<file path="src/rtl/pov_pkg.sv">
package pov_pkg;
   // ------------------------------------------------------------
   // Serial control registers and paged override registers
   // ------------------------------------------------------------
   localparam logic [7:0] POV_SER_PAGE = 8'h40;
   localparam logic [7:0] POV_SER_INDEX = 8'h41;
   localparam logic [7:0] POV_SER_DATA = 8'h42;
   localparam logic [7:0] POV_PAGE_INPUT = 8'h10;
   localparam logic [7:0] POV_OFS_OVERRIDE_CTRL = 8'h47;
   localparam logic [7:0] POV_OFS_FSM_OVERRIDE = 8'h49;
   localparam logic [7:0] POV_OVERRIDE_CTRL_RST = 8'h00;
   localparam logic [7:0] POV_FSM_OVERRIDE_RST = 8'h00;
   localparam logic [7:0] POV_OVERRIDE_CTRL_MASK = 8'ha0;
   localparam logic [7:0] POV_FSM_OVERRIDE_MASK = 8'h1f;
   localparam int POV_BIT_DIV_RST_OVR = 7;
   localparam int POV_BIT_LOCK_FORCE = 5;
   localparam int POV_BIT_FSM_OVR_EN = 4;
   localparam int POV_FSM_STATE_MSB = 3;
   localparam logic [3:0] POV_STATE_RESET = 4'h0;
   localparam logic [3:0] POV_STATE_CLOSED_LOOP_WAIT = 4'h6;
   // ------------------------------------------------------------
   // Init sequence data
   // ------------------------------------------------------------
   localparam logic [7:0] POV_INIT_FSM_DATA = 8'h16;
   localparam logic [7:0] POV_INIT_LOCK_DATA = 8'h20;
   localparam logic [7:0] POV_INIT_RELEASE = 8'h00;
   localparam int POV_INIT_STEPS = 11;
   // ------------------------------------------------------------
   // Host APB register map
   // ------------------------------------------------------------
   localparam logic [7:0] POV_APB_CTRL = 8'h00;
   localparam logic [7:0] POV_APB_STATUS = 8'h04;
   localparam logic [7:0] POV_APB_ACCESS = 8'h08;
   localparam logic [7:0] POV_APB_RDATA = 8'h0c;
   localparam int POV_CTRL_PWRUP = 0;
   localparam int POV_CTRL_START = 1;
   localparam int POV_ACC_WRITE = 16;
   localparam int POV_ACC_GO = 31;
   // Internal PLL controller model timing.
   localparam int POV_LOCK_WAIT_NS = 400;
   localparam int POV_CLK_NS = 4;
   localparam logic [7:0] POV_LOCK_WAIT_CYC = 8'((POV_LOCK_WAIT_NS + POV_CLK_NS - 1) / POV_CLK_NS);
endpackage : pov_pkg

</file>
<file path="src/rtl/pov_if.sv">
`timescale 1ns/1ps
`default_nettype none
interface pov_if;
   logic powerdown_n_pin;
   logic req;
   logic wr;
   logic [7:0] addr;
   logic [7:0] wdata;
   logic ack;
   logic [7:0] rdata;
   modport dev (input powerdown_n_pin, input req, input wr, input addr, input wdata, output ack, output rdata);
   modport host (output powerdown_n_pin, output req, output wr, output addr, output wdata, input ack, input rdata);
endinterface : pov_if
`default_nettype wire

</file>
<file path="src/rtl/pov_dev.sv">
`timescale 1ns/1ps
`default_nettype none
module pov_dev
   import pov_pkg::*;
(
   input wire logic pclk,
   input wire logic presetn,
   pov_if.dev link,
   output logic divider_reset_override,
   output logic pll_lock,
   output logic [3:0] pll_state
);
   // ------------------------------------------------------------
   // State
   // ------------------------------------------------------------
   typedef struct packed {
      logic [7:0] page;
      logic [7:0] index;
      logic [7:0] ovr_ctrl;
      logic [7:0] fsm_ovr;
      logic ack;
      logic [7:0] rdata;
      logic div_ovr;
      logic lock;
      logic [3:0] st;
   } pov_dev_s;
   pov_dev_s s_q, s_d;
   logic [3:0] ctl_state;
   logic ctl_locked;
   logic [7:0] page_rd;
   logic page_hit;

   // Powerdown low holds the controller in reset, as the pin does.
   pov_pll_ctl i_pov_pll_ctl (
      .pclk(pclk),
      .presetn(presetn),
      .run(link.powerdown_n_pin),
      .fsm_override_enable(s_q.fsm_ovr[POV_BIT_FSM_OVR_EN]),
      .forced_state(s_q.fsm_ovr[POV_FSM_STATE_MSB:0]),
      .state(ctl_state),
      .locked(ctl_locked)
   );

   // ------------------------------------------------------------
   // Register access
   // ------------------------------------------------------------
   always_comb begin
      page_hit = (s_q.page == POV_PAGE_INPUT);
      page_rd = 8'h00;
      if (page_hit && s_q.index == POV_OFS_OVERRIDE_CTRL) begin
         page_rd = s_q.ovr_ctrl;
      end else if (page_hit && s_q.index == POV_OFS_FSM_OVERRIDE) begin
         page_rd = s_q.fsm_ovr;
      end
   end

   always_comb begin
      s_d = s_q;
      s_d.ack = 1'b0;
      if (link.req && !s_q.ack) begin
         s_d.ack = 1'b1;
         s_d.rdata = 8'h00;
         unique case (link.addr)
            POV_SER_PAGE: begin
               if (link.wr) s_d.page = link.wdata;
               s_d.rdata = s_q.page;
            end
            POV_SER_INDEX: begin
               if (link.wr) s_d.index = link.wdata;
               s_d.rdata = s_q.index;
            end
            POV_SER_DATA: begin
               s_d.rdata = page_rd;
               // Index is left alone so repeated writes hit one register.
               if (link.wr && page_hit && s_q.index == POV_OFS_OVERRIDE_CTRL) begin
                  s_d.ovr_ctrl = link.wdata & POV_OVERRIDE_CTRL_MASK;
               end
               if (link.wr && page_hit && s_q.index == POV_OFS_FSM_OVERRIDE) begin
                  s_d.fsm_ovr = link.wdata & POV_FSM_OVERRIDE_MASK;
               end
            end
            default: s_d.rdata = 8'h00;
         endcase
      end
      s_d.div_ovr = s_q.ovr_ctrl[POV_BIT_DIV_RST_OVR];
      s_d.lock = ctl_locked && !s_q.ovr_ctrl[POV_BIT_LOCK_FORCE];
      s_d.st = ctl_state;
   end

   always_ff @(posedge pclk or negedge presetn) begin
      if (!presetn) begin
         s_q <= '0;
         s_q.ovr_ctrl <= POV_OVERRIDE_CTRL_RST;
         s_q.fsm_ovr <= POV_FSM_OVERRIDE_RST;
      end else begin
         s_q <= s_d;
      end
   end

   assign link.ack = s_q.ack;
   assign link.rdata = s_q.rdata;
   assign divider_reset_override = s_q.div_ovr;
   assign pll_lock = s_q.lock;
   assign pll_state = s_q.st;
endmodule : pov_dev
`default_nettype wire

</file>
<file path="src/rtl/pov_pll_ctl.sv">
`timescale 1ns/1ps
`default_nettype none
module pov_pll_ctl
   import pov_pkg::*;
(
   input wire logic pclk,
   input wire logic presetn,
   input wire logic run,
   input wire logic fsm_override_enable,
   input wire logic [3:0] forced_state,
   output logic [3:0] state,
   output logic locked
);
   typedef struct packed {
      logic [3:0] st;
      logic [7:0] cnt;
   } pov_pll_s;
   pov_pll_s s_q, s_d;
   always_comb begin
      s_d = s_q;
      if (!run) begin
         s_d.st = POV_STATE_RESET;
         s_d.cnt = 8'h00;
      end else if (fsm_override_enable) begin
         s_d.st = forced_state;
         s_d.cnt = 8'h00;
      end else if (s_q.st != POV_STATE_CLOSED_LOOP_WAIT) begin
         s_d.st = POV_STATE_CLOSED_LOOP_WAIT;
      end else if (s_q.cnt != POV_LOCK_WAIT_CYC) begin
         s_d.cnt = s_q.cnt + 8'h01;
      end
   end
   always_ff @(posedge pclk or negedge presetn) begin
      if (!presetn) begin
         s_q <= '0;
      end else begin
         s_q <= s_d;
      end
   end
   assign state = s_q.st;
   assign locked = !fsm_override_enable && s_q.st == POV_STATE_CLOSED_LOOP_WAIT && s_q.cnt == POV_LOCK_WAIT_CYC;
endmodule : pov_pll_ctl
`default_nettype wire

</file>
<file path="src/flat_wrapper.sv">
// flat-port wrapper written by rule: the top's interface ports become plain ports
module pov_dev_flat import pov_pkg::*;
  (pclk, presetn, divider_reset_override, pll_lock, pll_state, link_powerdown_n_pin, link_req, link_wr, link_addr, link_wdata, link_ack, link_rdata);
  pov_if link_i ();
  input wire logic pclk;
  input wire logic presetn;
  output logic divider_reset_override;
  output logic pll_lock;
  output logic [3:0] pll_state;
  input wire logic [$bits(link_i.powerdown_n_pin)-1:0] link_powerdown_n_pin;
  input wire logic [$bits(link_i.req)-1:0] link_req;
  input wire logic [$bits(link_i.wr)-1:0] link_wr;
  input wire logic [$bits(link_i.addr)-1:0] link_addr;
  input wire logic [$bits(link_i.wdata)-1:0] link_wdata;
  output wire logic [$bits(link_i.ack)-1:0] link_ack;
  output wire logic [$bits(link_i.rdata)-1:0] link_rdata;
  assign link_i.powerdown_n_pin = link_powerdown_n_pin;
  assign link_i.req = link_req;
  assign link_i.wr = link_wr;
  assign link_i.addr = link_addr;
  assign link_i.wdata = link_wdata;
  assign link_ack = link_i.ack;
  assign link_rdata = link_i.rdata;
  pov_dev u_core (.pclk(pclk), .presetn(presetn), .link(link_i), .divider_reset_override(divider_reset_override), .pll_lock(pll_lock), .pll_state(pll_state));
endmodule
</file>
<file path="config.mk">
export PLATFORM = sky130hd
export DESIGN_NAME = pov_dev_flat
export DESIGN_NICKNAME = d
export VERILOG_FILES = /design/src/rtl/pov_pkg.sv /design/src/rtl/pov_if.sv /design/src/rtl/pov_dev.sv /design/src/rtl/pov_pll_ctl.sv /design/src/flat_wrapper.sv
export SDC_FILE = /design/constraint.sdc
export NUM_CORES = 1
export LEC_CHECK = 0
export BUFFER_PORTS_ARGS = -buffer_cell sky130_fd_sc_hd__clkbuf_2
export CORE_MARGIN = 2
export CORE_UTILIZATION = 56
export CTS_CLUSTER_SIZE = 20
export DETAILED_ROUTE_END_ITERATION = 10
export PLACE_DENSITY_LB_ADDON = 0.08
export SLEW_MARGIN = 20
export SYNTH_ARGS = -nofsm -noshare
export SYNTH_HDL_FRONTEND = slang
export SYNTH_SLANG_ARGS = --single-unit
</file>
<file path="constraint.sdc">
create_clock -name pclk -period 2 [get_ports pclk]
set_input_delay 0.3 -clock pclk [delete_from_list [all_inputs] [get_ports pclk]]
set_output_delay 0.3 -clock pclk [all_outputs]
set_load 0.05 [all_outputs]
</file>
# [After elaboration in Yosys (flattened, before gate mapping)]
# Index checks and enable logic that the tools add are counted.
# W data, S select, Z words.
[word_totals] register_bits=50 input_bits=21 output_inout_bits=15 wordCells=51
[classes] addsub=1 n_eq_ne=13 muxes=9 reduce_logical=17
[ops] operator="$eq A8 B7 Y1 const B" count=6
[ops] operator="$mux W12" count=2
[ops] operator="$mux W8" count=3
[ops] operator="$pmux W8 S3" count=1
[ops] operator="$reduce_and A3 Y1" count=4
[ops] operator="$logic_and A1 B1 Y1" count=9
[ops] operator="$mux W9" count=1
[ops] operator="$add A8 B1 Y8 const B" count=1
[ops] operator="$eq A8 B5 Y1 const B" count=1
[ops] operator="$ne A8 B7 Y1 const B" count=1
[ops] operator="$ne A3 B1 Y1 const B" count=2
[ops] operator="$mux W5" count=1
[ops] operator="$eq A4 B3 Y1 const B" count=1
[ops] operator="$mux W4" count=1
[ops] operator="$ne A4 B3 Y1 const B" count=1
[ops] operator="$logic_not A1 Y1" count=3
[ops] operator="$ne A3 B2 Y1 const B" count=1
[ops] operator="$reduce_and A2 Y1" count=1

# [Logic depth before layout (Yosys ltp)]
# Gate-level depths: netlist of the first run.
[depth] depth_word=6 ltp_mapped=7 ltp_nobuf=6

# [Hierarchy]
# Synthesis of the first run repeated with hierarchy kept, for this count alone.
[unflattened] cells_unflattened=194 hier_area_um2=2369.8
[by_module_without_submodules] module="pov_dev" n_inst=1 cells_per_inst=134 area_per_inst_um2=1736.7 seq_area_each_um2=950.9
[by_module_without_submodules] module="pov_pll_ctl" n_inst=1 cells_per_inst=60 area_per_inst_um2=633.1 seq_area_each_um2=300.3

# [Worst setup path before layout of the first run]
# Ideal clock, no wire load.
[synth_timing] kind="register -> register" start="register u_core.s_q (netlist bit u_core.link.ack)" end="register u_core.s_q[31] (netlist bit)" setup_ns=0.125 arrival_ns=1.931 t_required_ns=1.875 slack_ns=-0.056 stages_incl_launch_ff=8 path_buffers=2 synth_period_minus_slack_ns=2.056 path_cell_list="dfrtp_1 -> nand2b_1 -> clkbuf_1 -> inv_1 -> and2_1 -> or3b_1 -> buf_6 -> mux2_4"
[synth_between] elab_chain_cells=3
[synth_lines] item="from (decl)" line="pov_dev.sv:27" rtl="pov_dev_s s_q, s_d;"
[synth_lines] item="$logic_not A1 Y1" line="pov_dev.sv:60" rtl="if (link.req && !s_q.ack) begin"
[synth_lines] item="$logic_and A1 B1 Y1" line="pov_dev.sv:60"
[synth_lines] item="$reduce_and A3 Y1 (no source line)"
# No other way between the ends.
# A chain may end at the register's enable or synchronous reset.

# [Worst setup path after layout of the first run]
[layout_timing] start="register u_core.s_q[45] (netlist bit)" end="register u_core.s_q[17] (netlist bit)"
[layout_between] elab_chain_cells=4
[layout_lines] item="$eq A8 B5 Y1" line="pov_dev.sv:48" rtl="page_hit = (s_q.page == POV_PAGE_INPUT);"
[layout_lines] item="$logic_and A1 B1 Y1 (2 in series)" line="pov_dev.sv:78" rtl="if (link.wr && page_hit && s_q.index == POV_OFS_FSM_OVERRIDE) begin"
[layout_lines] item="$reduce_and A3 Y1 (no source line)"
# No other way between the ends.

==> impl_metrics.csv, run 1 <==
group,metric,value,unit
floorplanning,rows,23,
global_route,grt_max_degree,27,
power,p_int,1465,uW
worst_setup_path,path_class,"flop to flop",
sta,fin_setup_tns,0,ns
worst_hold_path,hold_path.class,"primary input to flop",
synth,synth_top_area_share,52.22,%
synth,synth_nets,214,
synth,avgSynthCellArea,12.54,um^2
clocking,clkSinkCount,50,
worst_setup_path,arrival,2.10,ns
routing,drt-pass1-iter-count,4,
synth,synth_top_family_by_area,"simple AND/OR/NAND/NOR gates",
worst_setup_path,critPathLaunchType,"flop",
floorplanning,dieArea,0.004818,mm^2
floorplanning,pin_count,36,
synth,syn_area,0.002396,mm^2
worst_setup_path,rrSetupSlack,0.10,ns
power,switching_share,23.61,%
global_route,busiest_layer,"met2",
floorplanning,die_y,69.41,um
sta,finalCriticalPeriod,1.900,ns
synth,synth-xor-area-share,2.193,%
sta,min_period_over_period,94.98,%
routing,drt_iter0_drc,45,
synth,synth.area.top_cells,"dfrtp_1 52%, mux2_2 7.0%, mux2_4 5.0%, mux2i_1 3.8%, buf_4 3.8%",
power,vdd_drop_max,477.7,uV
synth,yosysTopAreaCell,"dfrtp_1",
sta,whs,0.2387,ns
global_route,use_met3,4.506,%
layout,drive_above_1_share,40.34,%
worst_setup_path,cp_data_required_time,2.20,ns
clocking,clk_pin_slew,0.09,ns
synth,synth-seq-cells,50,
floorplanning,initial_core_util,59.05,%
layout,seq_area,0.001252,mm^2
global_route,met1_usage,25.74,%
power,pwr-share-comb,7.6,%
sta,setup_violations,0,
synth,synthAdderAreaFrac,1.044,%
synth,synthMuxAreaShare,15.82,%
clocking,htree_num_levels,2,
floorplanning,die_w,69.41,um
layout,finalInstanceArea,0.002790,mm^2
global_route,antenna_found_initial,0,
sta,worst_pin_slew,0.5335,ns
power,power.total,1918,uW
power,seq_power_share,54.1,%
synth,synth_compound_area_share,6.162,%
power,cellPowerDensity,687.4,mW/mm^2
routing,vias_per_cell,5.636,
clocking,clk_latency,0.31,ns
global_route,grt-ovfl-total,0,
synth,async_flop_share,100.0,%
layout,num_antenna_cells,0,
worst_setup_path,endpoint_kind,"flop",
placed_design,dpl.hpwl,3.546,mm
global_route,grt_pass1_vias,1637,
sta,clock_skew,0.001921,ns
global_route,globalRouteMet2Util,35.58,%
power,p_clk_share,38.3,%
sta,finalHoldViolCount,0,
worst_setup_path,cp_max_fo,4,
global_route,track_usage,20.82,%
synth,synth_common_cells,"50 x dfrtp_1, 15 x mux2_2, 12 x buf_4, 10 x nor2_1",
worst_setup_path,r2r_cells,5,
placed_design,io_buffers,35,
floorplanning,coreArea,0.004058,mm^2
clocking,cts_inserted_buffers,5,
routing,antenna_left,0,
sta,maxSlewViolCount,0,
outcome,status,"complete, no violations",
synth,syn_inst,191,
layout,syn2layout_area_growth,16.45,%
routing,drc_errors,0,
routing,wl,4.674,mm
synth,ys_warn_count,0,
layout,fillers,311,
global_route,grt_pass1_wl,7.969,mm
layout,fin_nets,255,
job,maxCapViolCount,0,
sta,slew_headroom,64.13,%
synth,yosysSeqAreaShare,52.22,%
layout,utilization,68.76,%
synth,synth_ff_type,"dfrtp_1",
layout,multi_input_area,0.001021,mm^2
synth,synthMostInstantiatedCell,"dfrtp_1",
routing,vias,1595,
clocking,cts_tree,"done",
synth,synth_edf_count,0,
synth,synth_simple_gate_area_share,16.61,%
placed_design,gp_congestion,0.8749,
power,power_leakage,0.001413,uW
sta,max_freq,526.4,MHz
clocking,cts_root_buf,"clkbuf_8",
synth,synthDistinctLibCells,42,
power,p_sw,452.9,uW
worst_hold_path,hold_depth,2,
clocking,clockBufferDepth,2,
routing,wl_per_cell,16.52,um
placed_design,place_area,0.002629,mm^2
[critical path, stage by stage (launching register included)]
cell	delay, ns
dfrtp_1	0.42
nor4b_2	0.31
nand4_1	0.22
nor4_4	0.33
buf_4	0.18
mux2_2	0.33
[repair_timing]
| action | CTS | global route |
|---|---|---|
| hold buffers | 1 | 0 |
| pin swaps | 1 | 3 |
| gates resized for setup | 0 | 3 |
| endpoints found under the setup margin | 5 | 8 |
| hold endpoints to repair | 18 | 0 |
| setup buffers | 2 | 0 |
[per-layer routing]
layer | up-vias | routed length (um)
met1 | 791 | 2087
met4 | 0 | 82
li1 | 758 | -
met2 | 37 | 2356
met5 | - | 0
met3 | 9 | 147
[worst paths after layout]
| kind | startpoint | to |
|---|---|---|
| setup / recovery | u_core.s_q[45] | u_core.s_q[17] |
| hold / removal | link_wdata[6] | u_core.s_q[37] |
| setup reg to reg | u_core.s_q[45] | u_core.s_q[17] |
| hold reg to reg | u_core.i_pov_pll_ctl.state[1] | u_core.pll_state[1] |
| max in group asynchronous | presetn | u_core.link.ack |
| min in group asynchronous | presetn | u_core.pll_state[2] |
[power by group through the flow]
stage / Sequential (uW) / Clock [uW] / Combinational (uW)
finish: 1040 / 734 / 146
global route: 1040 / 793 / 160
CTS: 1040 / 750 / 146
detailed placement: 1060 / 0 / 143
global placement: 1060 / 0 / 140
floorplan: 1060 / 0 / 69.3
[stage by stage]
stage / instances / setup slack, ns
2_1_floorplan: 191 / 0.03825
3_3_place_gp: 272 / 0.01896
3_5_place_dp: 272 / -0.02911
4_1_cts: 283 / 0.03690
5_1_grt: 283 / -0.002301
6_report: 283 / 0.1004
[cell type report]
class                      count  area share (%)
clock inverter                 3           1.749
multi-input combinational    117           36.59
tap                           50           2.242
inverter                       7          0.9417
clock buffer                   5           2.466
timing repair buffer          51           11.12
sequential                    50           44.89
[state kept, by name, indices dropped and copies added (netlist names)]
name / cells
u_core.s_q: 22
u_core.pll_lock: 1
u_core.divider_reset_override: 1
u_core.i_pov_pll_ctl.state: 4
u_core.pll_state: 4
u_core.s_d: 1
u_core.link.ack: 1
u_core.i_pov_pll_ctl.s_q: 8
u_core.link.rdata: 8
[placed cells by master, fill, tap and decap left out, types with 2 or more instances in the layout]
cell	instances
ha_1	2
nor4b_2	2
or3_1	2
mux2i_1	9
a21boi_0	2
nand3_1	3
xnor2_1	5
o31ai_1	4
a221o_1	5
inv_1	7
nand2b_1	4
nor3_1	9
a31o_2	2
mux2_2	15
dfrtp_1	49
nand4_1	3
nor4_1	4
nand2_1	8
clkbuf_8	5
and3_1	2
buf_4	14
mux2_4	8
clkbuf_2	35
nor4_2	2
nor2_1	10
[cells by family after synthesis]
group                    Yosys count
AO/OA/AOI/OAI                     17
adder cells (fa/ha/maj)            2
flip-flops                        50
multiplexers                      32
buffers and inverters             24
XOR/XNOR                           6
AND/OR/NAND/NOR                   60
(Power assumes the default switching activity.)
==> inputs of run 2 (changes only) <==
Settings changed: ABC_CLOCK_PERIOD_IN_PS set to 2000, REMOVE_ABC_BUFFERS set to 1.
==> impl_metrics.csv, run 2 (synthesis gave the netlist of run 1 again) <==
group,metric,value,unit
floorplanning,die_w,69.41,um
layout,drive_above_1_share,40.17,%
worst_setup_path,cp_max_fo,5,
sta,whs,0.08678,ns
worst_setup_path,critPathLaunchType,"flop",
sta,setup_violations,0,
floorplanning,die_y,69.41,um
layout,fin_nets,256,
worst_setup_path,cp_data_required_time,2.19,ns
routing,antenna_left,0,
global_route,grt_pass1_vias,1639,
layout,multi_input_area,0.001015,mm^2
power,p_sw,448.9,uW
routing,drt_iter0_drc,56,
global_route,grt_max_degree,51,
clocking,cts_inserted_buffers,5,
sta,fin_setup_tns,0,ns
routing,drt-pass1-iter-count,4,
sta,finalCriticalPeriod,1.830,ns
clocking,cts_tree,"done",
job,maxCapViolCount,0,
floorplanning,pin_count,36,
floorplanning,rows,23,
worst_setup_path,cp_top_family,"simple AND/OR/NAND/NOR gates",
floorplanning,dieArea,0.004818,mm^2
sta,worst_pin_slew,0.6293,ns
layout,top_register,"u_core.s_q",
worst_setup_path,path_class,"flop to flop",
global_route,antenna_found_initial,0,
routing,wl_per_cell,16.42,um
power,p_int,1462,uW
worst_setup_path,slowest_delay,0.39,ns
clocking,clkSinkCount,50,
layout,fillers,307,
placed_design,gp_congestion,0.7855,
worst_setup_path,crit_top_cell,"buf_4",
routing,vias,1613,
power,vdd_drop_max,353.1,uV
worst_hold_path,hold_path.class,"primary input to asynchronous set/reset pin",
global_route,grt-ovfl-total,0,
layout,num_antenna_cells,0,
routing,wl,4.662,mm
clocking,clk_pin_slew,0.10,ns
layout,syn2layout_area_growth,16.29,%
floorplanning,coreArea,0.004058,mm^2
sta,clock_skew,0.008846,ns
power,seq_power_share,54.3,%
worst_setup_path,endpoint_kind,"flop",
layout,final_cell_mix,"50 x dfrtp_1, 35 x clkbuf_2, 16 x buf_4",
outcome,status,"complete, no violations",
global_route,track_usage,20.70,%
placed_design,io_buffers,35,
clocking,cts_root_buf,"clkbuf_8",
sta,rsz0062_at_grt,"no",
placed_design,dpl.hpwl,3.514,mm
worst_setup_path,slowest_stage,"dfrtp_1",
power,p_clk_share,38.3,%
power,pwr-share-comb,7.4,%
global_route,grt_pass1_wl,7.955,mm
power,switching_share,23.49,%
clocking,clockBufferDepth,2,
power,power_leakage,0.001417,uW
clocking,clk_latency,0.30,ns
routing,vias_per_cell,5.680,
layout,utilization,68.67,%
floorplanning,initial_core_util,59.05,%
layout,final_common_cell,"dfrtp_1",
worst_setup_path,crit_buf_inv,2,
worst_setup_path,crit_chain,"nor4b_2 -> buf_4 -> nand4_1 -> nor4_4 -> buf_4 -> mux2_2",
sta,max_freq,546.5,MHz
clocking,hold_buffers,0,
worst_setup_path,arrival,2.02,ns
sta,slew_headroom,58.04,%
routing,drc_errors,0,
layout,largest_register_ffs,22,
clocking,htree_num_levels,2,
power,cellPowerDensity,685.9,mW/mm^2
sta,maxSlewViolCount,0,
sta,finalHoldViolCount,0,
sta,min_period_over_period,91.50,%
layout,seq_area,0.001251,mm^2
run 2: cell type report:
cell class / instances / share of cell area (%)
sequential: 50 / 44.90
multi-input combinational: 117 / 36.42
timing repair buffer: 52 / 11.32
clock buffer: 5 / 2.470
tap: 50 / 2.245
clock inverter: 3 / 1.706
inverter: 7 / 0.9430
run 2: power groups by stage:
stage	Clock [uW]	Sequential [uW]	Combinational, uW
floorplan	0	1070	51.6
global placement	0	1060	139
detailed placement	0	1060	142
CTS	756	1040	143
global route	798	1040	155
finish	732	1040	142
run 2: stage by stage:
| step | std cells | instance area, um^2 | setup WS, ns | power [uW] |
|---|---|---|---|---|
| 2_1_floorplan | 174 | 2280 | -0.2531 | 1118 |
| 3_3_place_gp | 274 | 2643 | -0.009817 | 1195 |
| 3_5_place_dp | 274 | 2643 | -0.02803 | 1199 |
| 4_1_cts | 282 | 2759 | 0.01549 | 1936 |
| 5_1_grt | 284 | 2786 | 0.06031 | 1992 |
| 6_report | 284 | 2786 | 0.1700 | 1911 |
run 2: metal layers:
| metal | track usage, % | vias to the layer above | wire length [um] |
|---|---|---|---|
| met4 | 8.061 | 0 | 77 |
| met5 | 0 | - | 0 |
| met3 | 4.070 | 10 | 171 |
| met2 | 33.76 | 32 | 2362 |
| li1 | - | 769 | - |
| met1 | 27.33 | 802 | 2050 |
run 2: timing repair:
item                                    in CTS  in global routing
endpoints found under the setup margin       5                  9
pin swaps                                    1                  2
setup buffers                                0                  2
resized for setup                            0                  2
run 2: path summary, 6_finish.rpt:
kind                                          startpoint                           to  slack (ns)  cells past startpoint
max reg2reg                               u_core.s_q[45]               u_core.s_q[18]        0.17                      6
min in group pclk                          link_wdata[6]               u_core.s_q[37]        0.26                      2
max in group asynchronous                        presetn  u_core.i_pov_pll_ctl.s_q[2]        1.48                      2
min                                              presetn              u_core.link.ack        0.09                      2
min reg2reg                u_core.i_pov_pll_ctl.state[3]          u_core.pll_state[3]        0.40                      0
max                                       u_core.s_q[45]               u_core.s_q[18]        0.17                      6
